==> src/rtl/uart_cfg.svh <==
// Purpose: register map, field positions, reset values and timing for the serial port
// Assumes: APB byte addressing of word-aligned registers, 25 MHz core clock
// Notes: the offsets, reset values, baud timing and interrupt causes the logic uses are named here; the divisor floor of 2 is not
`ifndef UART_CFG_SVH
`define UART_CFG_SVH

// ==========================================================
// register offsets (byte addresses)
`define UART_OFS_DATA 8'h00
`define UART_OFS_CTRL 8'h04
`define UART_OFS_DIV 8'h08
`define UART_OFS_STAT 8'h0C
`define UART_OFS_ISTAT 8'h10
`define UART_OFS_IMASK 8'h14

// ==========================================================
// control fields and reset values
`define UART_CTRL_W 9
`define UART_CTRL_RST 9'h183
`define UART_LEN_BASE 4'h5
`define UART_PAR_NONE 2'h0
`define UART_PAR_ODD 2'h1
`define UART_STOP_1 2'h0
`define UART_STOP_1H 2'h1
`define UART_STAT_W 5

// ==========================================================
// baud timing
`define UART_CLK_HZ 25000000
`define UART_BAUD_DEF 115200
`define UART_DIV_DEF ((`UART_CLK_HZ + `UART_BAUD_DEF / 2) / `UART_BAUD_DEF)
`define UART_TMO_BITS 6'h20

// ==========================================================
// interrupt causes
`define UART_NUM_IRQ 10
`define UART_IRQ_RXRDY 0
`define UART_IRQ_TXEMPTY 1
`define UART_IRQ_TXDONE 2
`define UART_IRQ_PERR 3
`define UART_IRQ_FERR 4
`define UART_IRQ_OVR 5
`define UART_IRQ_BRK 6
`define UART_IRQ_CTS 7
`define UART_IRQ_TMO 8
`define UART_IRQ_TXOVF 9

`endif

==> src/rtl/uart_pkg.sv <==
// Purpose: shared types of the serial port
// Assumes: constants come from uart_cfg.svh
// Notes: ctrl_s bit order matches the control register layout
`default_nettype none
package uart_pkg;

  // ==========================================================
  // serializer states, gray coded along idle-start-data-parity-stop
  typedef enum logic [2:0] {
    S_IDLE = 3'h0,
    S_START = 3'h1,
    S_DATA = 3'h3,
    S_PAR = 3'h2,
    S_STOP = 3'h6
  } ser_e;

  // ==========================================================
  // character format and enables
  typedef struct packed {
    logic rx_en;
    logic tx_en;
    logic flow_en;
    logic [1:0] parity;
    logic [1:0] stop;
    logic [1:0] len;
  } ctrl_s;

  // ==========================================================
  // apb slave signals
  typedef struct packed {
    logic psel;
    logic penable;
    logic pwrite;
    logic [7:0] paddr;
    logic [31:0] pwdata;
  } apb_req_s;

  typedef struct packed {
    logic pready;
    logic pslverr;
    logic [31:0] prdata;
  } apb_rsp_s;

endpackage

`default_nettype wire

==> src/rtl/uart_core.sv <==
// Purpose: full-duplex asynchronous serial port with rts/cts flow control and apb registers
// Assumes: all inputs synchronous to clock; clk_en low freezes every flop
// Notes: no wait states on any apb access; single-word holding buffer per direction
//
// Chosen here: register access over APB and the address map.
`timescale 1ns/1ps
`include "uart_cfg.svh"
`default_nettype none

module uart_core #(
  parameter int DW = 16
) (
  input wire logic clock,
  input wire logic rst_n,
  input wire logic clk_en,
  input wire uart_pkg::apb_req_s apb_req,
  output uart_pkg::apb_rsp_s apb_rsp,
  input wire logic rxd,
  output logic txd,
  input wire logic cts_n,
  output logic rts_n,
  output logic irq
);

  // ==========================================================
  // state
  typedef struct packed {
    uart_pkg::ctrl_s ctrl;
    logic [DW-1:0] div;
    logic [`UART_NUM_IRQ-1:0] istat;
    logic [`UART_NUM_IRQ-1:0] imask;
    logic [31:0] prdata;
    logic slverr;
    uart_pkg::ser_e tx_st;
    logic [DW:0] tx_cnt;
    logic [3:0] tx_bit;
    logic [7:0] tx_shift;
    logic [7:0] tx_hold;
    logic tx_full;
    logic tx_par;
    logic tx_line;
    uart_pkg::ser_e rx_st;
    logic [DW:0] rx_cnt;
    logic [3:0] rx_bit;
    logic [7:0] rx_shift;
    logic [7:0] rx_data;
    logic rx_full;
    logic rx_armed;
    logic cts_q;
    logic [DW-1:0] tmo_cnt;
    logic [5:0] tmo_bits;
    logic tmo_done;
  } state_s;

  state_s s_r;
  state_s s_nxt;

  // ==========================================================
  // helpers
  function automatic logic [3:0] char_bits(input logic [1:0] len);
    char_bits = `UART_LEN_BASE + {2'h0, len};
  endfunction

  function automatic logic par_bit(input logic [7:0] d, input logic [1:0] len,
                                   input logic [1:0] mode);
    logic [7:0] m;
    m = 8'hFF >> (4'h8 - char_bits(len));
    par_bit = (^(d & m)) ^ (mode == `UART_PAR_ODD);
  endfunction

  function automatic logic [DW:0] stop_len(input logic [1:0] stop, input logic [DW-1:0] div);
    logic [DW:0] d;
    d = {1'b0, div};
    if (stop == `UART_STOP_1) begin
      stop_len = d - 1'b1;
    end else if (stop == `UART_STOP_1H) begin
      stop_len = d + (d >> 1) - 1'b1;
    end else begin
      stop_len = (d << 1) - 1'b1;
    end
  endfunction

  logic setup;
  logic access;
  logic [7:0] addr;
  logic [DW:0] bit_len;
  logic [DW:0] half_len;
  logic tx_take;

  always_comb begin
    setup = apb_req.psel & ~apb_req.penable;
    access = apb_req.psel & apb_req.penable;
    addr = apb_req.paddr;
    bit_len = {1'b0, s_r.div} - 1'b1;
    // start cell checked near its middle, which still holds at the minimum divisor of two
    half_len = {2'b00, s_r.div[DW-1:1]} - 1'b1;
    // one decision shared by bus side and serializer, so no word is lost or sent twice
    tx_take = (s_r.tx_st == uart_pkg::S_IDLE) && s_r.tx_full && s_r.ctrl.tx_en
              && !(s_r.ctrl.flow_en && cts_n);
  end

  // ==========================================================
  // next state
  always_comb begin
    s_nxt = s_r;

    // ----- register bus: read data and error latched in the setup cycle
    if (setup) begin
      s_nxt.slverr = (addr[1:0] != 2'h0) || (addr > `UART_OFS_IMASK);
      s_nxt.prdata = 32'h0;
      unique case (addr)
        `UART_OFS_DATA: s_nxt.prdata = {24'h0, s_r.rx_data};
        `UART_OFS_CTRL: s_nxt.prdata = {23'h0, s_r.ctrl};
        `UART_OFS_DIV: s_nxt.prdata = 32'(s_r.div);
        `UART_OFS_STAT: s_nxt.prdata = {27'h0, cts_n, rts_n, s_r.rx_full, s_r.tx_full,
                                        s_r.tx_st != uart_pkg::S_IDLE};
        `UART_OFS_ISTAT: s_nxt.prdata = 32'(s_r.istat);
        `UART_OFS_IMASK: s_nxt.prdata = 32'(s_r.imask);
        default: s_nxt.prdata = 32'h0;
      endcase
    end

    // ----- register bus: writes and read side effects take effect at the access edge
    if (access && !s_r.slverr) begin
      if (apb_req.pwrite) begin
        unique case (addr)
          `UART_OFS_DATA: begin
            // a word written as the serializer takes the old one is kept, not flagged
            if (s_r.tx_full && !tx_take) begin
              s_nxt.istat[`UART_IRQ_TXOVF] = 1'b1;
            end else begin
              s_nxt.tx_hold = apb_req.pwdata[7:0];
              s_nxt.tx_full = 1'b1;
            end
          end
          `UART_OFS_CTRL: s_nxt.ctrl = apb_req.pwdata[`UART_CTRL_W-1:0];
          `UART_OFS_DIV: s_nxt.div = (apb_req.pwdata[DW-1:0] < DW'(2)) ? DW'(2)
                                     : apb_req.pwdata[DW-1:0];
          // write-one-to-clear; events below are applied later so they win
          `UART_OFS_ISTAT: s_nxt.istat = s_r.istat & ~apb_req.pwdata[`UART_NUM_IRQ-1:0];
          `UART_OFS_IMASK: s_nxt.imask = apb_req.pwdata[`UART_NUM_IRQ-1:0];
          default: s_nxt.imask = s_r.imask;
        endcase
      end else if (addr == `UART_OFS_DATA) begin
        s_nxt.rx_full = 1'b0;
      end
    end

    // transmitter, runs independently of the receiver
    if (s_r.tx_cnt != '0) begin
      s_nxt.tx_cnt = s_r.tx_cnt - 1'b1;
    end
    unique case (s_r.tx_st)
      uart_pkg::S_IDLE: begin
        s_nxt.tx_line = 1'b1;
        if (tx_take) begin
          s_nxt.tx_shift = s_r.tx_hold;
          s_nxt.tx_par = par_bit(s_r.tx_hold, s_r.ctrl.len, s_r.ctrl.parity);
          s_nxt.tx_full = s_nxt.tx_full & apb_req.pwrite & access & (addr == `UART_OFS_DATA);
          s_nxt.istat[`UART_IRQ_TXEMPTY] = 1'b1;
          s_nxt.tx_line = 1'b0;
          s_nxt.tx_cnt = bit_len;
          s_nxt.tx_st = uart_pkg::S_START;
        end
      end
      uart_pkg::S_START: begin
        if (s_r.tx_cnt == '0) begin
          s_nxt.tx_line = s_r.tx_shift[0];
          s_nxt.tx_shift = s_r.tx_shift >> 1;
          s_nxt.tx_bit = 4'h1;
          s_nxt.tx_cnt = bit_len;
          s_nxt.tx_st = uart_pkg::S_DATA;
        end
      end
      uart_pkg::S_DATA: begin
        if (s_r.tx_cnt == '0) begin
          s_nxt.tx_cnt = bit_len;
          if (s_r.tx_bit == char_bits(s_r.ctrl.len)) begin
            if (s_r.ctrl.parity != `UART_PAR_NONE) begin
              s_nxt.tx_line = s_r.tx_par;
              s_nxt.tx_st = uart_pkg::S_PAR;
            end else begin
              s_nxt.tx_line = 1'b1;
              s_nxt.tx_cnt = stop_len(s_r.ctrl.stop, s_r.div);
              s_nxt.tx_st = uart_pkg::S_STOP;
            end
          end else begin
            s_nxt.tx_line = s_r.tx_shift[0];
            s_nxt.tx_shift = s_r.tx_shift >> 1;
            s_nxt.tx_bit = s_r.tx_bit + 1'b1;
          end
        end
      end
      uart_pkg::S_PAR: begin
        if (s_r.tx_cnt == '0) begin
          s_nxt.tx_line = 1'b1;
          s_nxt.tx_cnt = stop_len(s_r.ctrl.stop, s_r.div);
          s_nxt.tx_st = uart_pkg::S_STOP;
        end
      end
      uart_pkg::S_STOP: begin
        if (s_r.tx_cnt == '0) begin
          s_nxt.istat[`UART_IRQ_TXDONE] = 1'b1;
          s_nxt.tx_st = uart_pkg::S_IDLE;
        end
      end
      default: s_nxt.tx_st = uart_pkg::S_IDLE;
    endcase

    // ----- receiver: samples each bit mid-cell
    if (s_r.rx_cnt != '0) begin
      s_nxt.rx_cnt = s_r.rx_cnt - 1'b1;
    end
    if (rxd) begin
      s_nxt.rx_armed = 1'b1;
    end
    unique case (s_r.rx_st)
      uart_pkg::S_IDLE: begin
        // armed only after a high line, so a held break is not read as endless starts
        if (s_r.ctrl.rx_en && s_r.rx_armed && !rxd) begin
          s_nxt.rx_cnt = half_len;
          s_nxt.rx_st = uart_pkg::S_START;
        end
      end
      uart_pkg::S_START: begin
        if (s_r.rx_cnt == '0) begin
          s_nxt.rx_st = rxd ? uart_pkg::S_IDLE : uart_pkg::S_DATA;
          s_nxt.rx_cnt = bit_len;
          s_nxt.rx_bit = 4'h0;
          s_nxt.rx_shift = 8'h00;
        end
      end
      uart_pkg::S_DATA: begin
        if (s_r.rx_cnt == '0) begin
          s_nxt.rx_shift[s_r.rx_bit[2:0]] = rxd;
          s_nxt.rx_bit = s_r.rx_bit + 1'b1;
          s_nxt.rx_cnt = bit_len;
          if (s_r.rx_bit + 1'b1 == char_bits(s_r.ctrl.len)) begin
            s_nxt.rx_st = (s_r.ctrl.parity != `UART_PAR_NONE) ? uart_pkg::S_PAR
                          : uart_pkg::S_STOP;
          end
        end
      end
      uart_pkg::S_PAR: begin
        if (s_r.rx_cnt == '0) begin
          if (rxd != par_bit(s_r.rx_shift, s_r.ctrl.len, s_r.ctrl.parity)) begin
            s_nxt.istat[`UART_IRQ_PERR] = 1'b1;
          end
          s_nxt.rx_cnt = bit_len;
          s_nxt.rx_st = uart_pkg::S_STOP;
        end
      end
      uart_pkg::S_STOP: begin
        // only the first stop cell is checked; extra stop time is just idle line
        if (s_r.rx_cnt == '0) begin
          if (!rxd) begin
            s_nxt.istat[`UART_IRQ_FERR] = 1'b1;
            s_nxt.rx_armed = 1'b0;
            if (s_r.rx_shift == 8'h00) begin
              s_nxt.istat[`UART_IRQ_BRK] = 1'b1;
            end
          end
          if (s_nxt.rx_full) begin
            s_nxt.istat[`UART_IRQ_OVR] = 1'b1;
          end else begin
            s_nxt.rx_data = s_r.rx_shift;
            s_nxt.rx_full = 1'b1;
            s_nxt.istat[`UART_IRQ_RXRDY] = 1'b1;
          end
          s_nxt.rx_st = uart_pkg::S_IDLE;
        end
      end
      default: s_nxt.rx_st = uart_pkg::S_IDLE;
    endcase

    // ----- receive timeout: a word waits and the line stays idle for a while
    if (!s_r.rx_full || s_r.rx_st != uart_pkg::S_IDLE) begin
      s_nxt.tmo_cnt = '0;
      s_nxt.tmo_bits = 6'h0;
      s_nxt.tmo_done = 1'b0;
    end else if (!s_r.tmo_done) begin
      s_nxt.tmo_cnt = s_r.tmo_cnt + 1'b1;
      if (s_r.tmo_cnt == s_r.div - 1'b1) begin
        s_nxt.tmo_cnt = '0;
        s_nxt.tmo_bits = s_r.tmo_bits + 1'b1;
      end
      if (s_r.tmo_bits == `UART_TMO_BITS) begin
        s_nxt.tmo_done = 1'b1;
        s_nxt.istat[`UART_IRQ_TMO] = 1'b1;
      end
    end

    // ----- clear-to-send change
    s_nxt.cts_q = cts_n;
    if (s_r.cts_q != cts_n) begin
      s_nxt.istat[`UART_IRQ_CTS] = 1'b1;
    end
  end

  // ==========================================================
  // registers
  always_ff @(posedge clock) begin
    if (!rst_n) begin
      s_r <= '0;
      s_r.ctrl <= `UART_CTRL_RST;
      s_r.div <= DW'(`UART_DIV_DEF);
      s_r.tx_line <= 1'b1;
      s_r.cts_q <= 1'b1;
      s_r.tx_st <= uart_pkg::S_IDLE;
      s_r.rx_st <= uart_pkg::S_IDLE;
    end else if (clk_en) begin
      s_r <= s_nxt;
    end
  end

  // ==========================================================
  // outputs
  always_comb begin
    // not gated by clk_en: a write made while the core is frozen is answered but lost
    apb_rsp.pready = access;
    apb_rsp.pslverr = access & s_r.slverr;
    apb_rsp.prdata = s_r.prdata;
    txd = s_r.tx_line;
    // high (stop) while a word waits unread or the receiver is off
    rts_n = s_r.rx_full | ~s_r.ctrl.rx_en;
    irq = |(s_r.istat & s_r.imask);
  end

endmodule

`default_nettype wire

==> config.mk <==
export PLATFORM = sky130hd
export DESIGN_NAME = uart_core
export DESIGN_NICKNAME = d
export VERILOG_FILES = /design/src/rtl/uart_pkg.sv /design/src/rtl/uart_core.sv
export VERILOG_INCLUDE_DIRS = /design/src /design/src/rtl
export SDC_FILE = /design/constraint.sdc
export NUM_CORES = 1
export LEC_CHECK = 0
export BUFFER_PORTS_ARGS = -buffer_cell sky130_fd_sc_hd__buf_2
export CORE_MARGIN = 1
export CORE_UTILIZATION = 45
export CTS_BUF_LIST = sky130_fd_sc_hd__clkbuf_8
export DETAILED_ROUTE_END_ITERATION = 8
export GPL_TIMING_DRIVEN = 0
export REMOVE_ABC_BUFFERS = 1
export SLEW_MARGIN = 20
export SYNTH_ARGS = -nofsm -noshare
export SYNTH_HDL_FRONTEND = slang
export SYNTH_SLANG_ARGS = --single-unit
==> constraint.sdc <==
create_clock -name clock -period 3.34 [get_ports clock]
set_input_delay 0.668 -clock clock [delete_from_list [all_inputs] [get_ports clock]]
set_output_delay 0.668 -clock clock [all_outputs]
set_load 0.1 [all_outputs]
==> impl_metrics.ini <==
[run_status]
status = finished, final reports clean

[synth]
netlist.area_leader.share = 0.275
ys_ff_latch = 171
synth_xor_area_frac = 0.0643
syn-mean-instance-area_sq_um = 7.68
synth-compound-area-share = 0.242
async_flop_share = 0
synthTopCellsByArea = dfxtp_1 28%, mux2i_1 5.7%, ha_1 5.4%, nor2_1 5.0%, a21oi_1 5.0%
synth_top_flop_cell = dfxtp_1
synth_edf_count = 0
synth_top_area_cell = dfxtp_1
syn_inst = 1618
netlist_area_sq_mm = 0.0124
ys_seq_area_frac = 0.275
synthSimpleGateAreaFrac = 0.226
synth_top_family_by_area = compound AO/OA/AOI/OAI gates
synth_cell_types = 88
yosys_warnings = 0
synthAdderAreaFrac = 0.0576
synthMuxAreaShare = 0.0581

[timing]
setup_tns_ps = 0
finalSetupViolCount = 0
max-slew-margin-rel = 0.335
tightestPinTransition_ps = 998
finalHoldViolCount = 0
fin_ws_ps = 112
finClkSkew_ps = 16.8
max_freq_mhz = 310
fin_crit_sh = 0.967
slew_violations = 0
min_period_ps = 3230
rsz0062_at_grt = yes

[floorplanning]
die_y_microns = 168
ioPinCount = 85
coreArea_sq_mm = 0.0270
fp.dieArea_sq_mm = 0.0283
die_x_microns = 168
start_util = 0.460
row_count = 60

[clock_network]
insertion_delay_ps = 480
numCtsBuffers = 17
ctsRootBufferMaster = clkbuf_8
ctsHoldBuffers = 0
htree_levels = 4
clock-sinks = 171
clk_pin_slew_ps = 100
clk_path_buf_depth = 2
cts_tree = done

[final_layout]
final_common_cell = dfxtp_1
finalNetCount = 1694
stdcell_count = 1943
drive_gt1_frac = 0.105
syn_to_final_growth_pct = 6.52
final_cell_area_sq_mm = 0.0132
insertedDiodeCount = 0
final_cell_mix = 162 x dfxtp_1, 161 x nor2_1, 139 x nand2_1

[power_and_ir_drop]
p_per_area_mw_per_mm2 = 463
p_total_mw = 6.13
p_leak_nw = 4.99
ir_drop_mv = 0.375

[grt]
grt_pass1_vias = 10900
grt_max_degree = 75
grt_pass1_wl_microns = 61200
grt_overflow = 0
track_usage = 0.275
antenna_found_initial = 0

[drt]
postRouteAntennaNets = 0
routed_wl_microns = 39100
vias = 12000
drt_iter0_markers = 1240
dr.pass1.iters = 5
viasPerCell = 6.16
drc = 0
routedWlPerCell_microns = 20.1

[critical_path]
path_cells = inv_1, ha_1, and3b_1, or3_1, a21oi_2, o21ai_0, a211o_1, or4_1, a31oi_1
cp_data_required_time_ps = 3760
critPathMaxStageDelay_ps = 490
arrival_ps = 3640
critPathTopFamily = simple AND/OR/NAND/NOR gates
critPathSlowestCell = or3_1
criticalPathCategory = reg -> reg
cp_max_fo = 7
crit_buf_inv = 1
endpoint_kind = register
startpoint_type = register

[run]
drv_cap = 0

[worst_hold_path]
hold_path_class = in -> reg

[placement]
dp_cells = 1905
dp_hpwl_microns = 28300
post_dp_cell_area_sq_mm = 0.0126
io_buffers = 52
place_ws_ps = -738
place_congestion = 0.942
-- cells by family after synthesis --
family / Yosys count
muxes: 72
DFF: 171
buffers and inverters: 208
adders and majority gates: 56
AOI/OAI and AO/OA: 460
and+or+nand+nor: 565
xor gates and xnor gates: 85
other: 1
-- worst paths after layout --
check | startpoint | end | slack [ps] | cells after the start
worst max-delay path | s_r[167] | s_r[105] | 110 | 9
worst max register to register | s_r[167] | s_r[105] | 110 | 9
worst min register to register | apb_rsp[0] | apb_rsp[0] | 460 | 2
worst min-delay path | apb_req[14] | s_r[176] | 430 | 3
-- cell usage after synthesis (all sizes together), types with 6 or more instances --
cell / number
dfxtp: 171
nor2: 166
nand2: 139
a21oi: 125
o21ai: 106
inv: 83
clkbuf: 73
mux2i: 71
xnor2: 61
ha: 54
buf: 51
nor3: 49
nand3: 45
or3: 23
a22oi: 20
xor2: 20
o221ai: 19
a211oi: 18
nor4: 18
and3: 17
nand2b: 17
nand4: 17
o21a: 17
o22ai: 17
nor3b: 16
a31oi: 15
nor2b: 15
o211ai: 14
a21o: 11
a221oi: 11
o311ai: 10
and2: 9
a22o: 8
nand3b: 8
a221o: 6
o31a: 6
-- area by class of cell --
cell class / instances / area, sq um
Clock inverter: 14 / 148
Sequential cell: 171 / 3440
Tap cell: 341 / 427
Inverter: 84 / 322
Fill cell: 2697 / 13800
Clock buffer: 17 / 234
Timing Repair inverter: 1 / 5.00
Multi-Input combinational cell: 1255 / 8320
Timing Repair Buffer: 60 / 347
-- power by group --
group          internal [mW]  switching (mW)  leakage (nW)  total, mW
Combinational          0.761            1.48          3.40       2.24
Sequential              2.19           0.189          1.39       2.37
Clock                  0.666           0.851         0.198       1.52
Total                   3.61            2.52          4.99       6.13
-- what timing repair did --
action | in CTS | in global routing
resized for setup | 17 | 40
cloned | 2 | 0
pin swaps | 1 | 2
endpoints found under the setup margin | 49 | 54
buffers inserted | 0 | 5
-- routing by layer --
metal / up-vias / wire, microns / track usage
li1: 5738 / - / -
met5: - / 0 / 0
met3: 54 / 2610 / 0.0388
met1: 5725 / 18700 / 0.392
met4: 0 / 733 / 0.0767
met2: 446 / 17100 / 0.430
-- registers in the layout, indices dropped and copies added (netlist names) --
name     flops
s_r        154
txd          1
apb_rsp     16
-- worst min-delay path, stage by stage --
cell	delay [ps]
buf_2	100
nand2_1	50
a21oi_1	50
-- metrics by stage --
stage / hold slack [ps] / util
6_report: 427 / 0.490
3_3_place_gp: 440 / 0.464
3_5_place_dp: 443 / 0.466
5_1_grt: 421 / 0.490
4_1_cts: 403 / 0.483
2_1_floorplan: 432 / -
(Power assumes the default switching activity.)
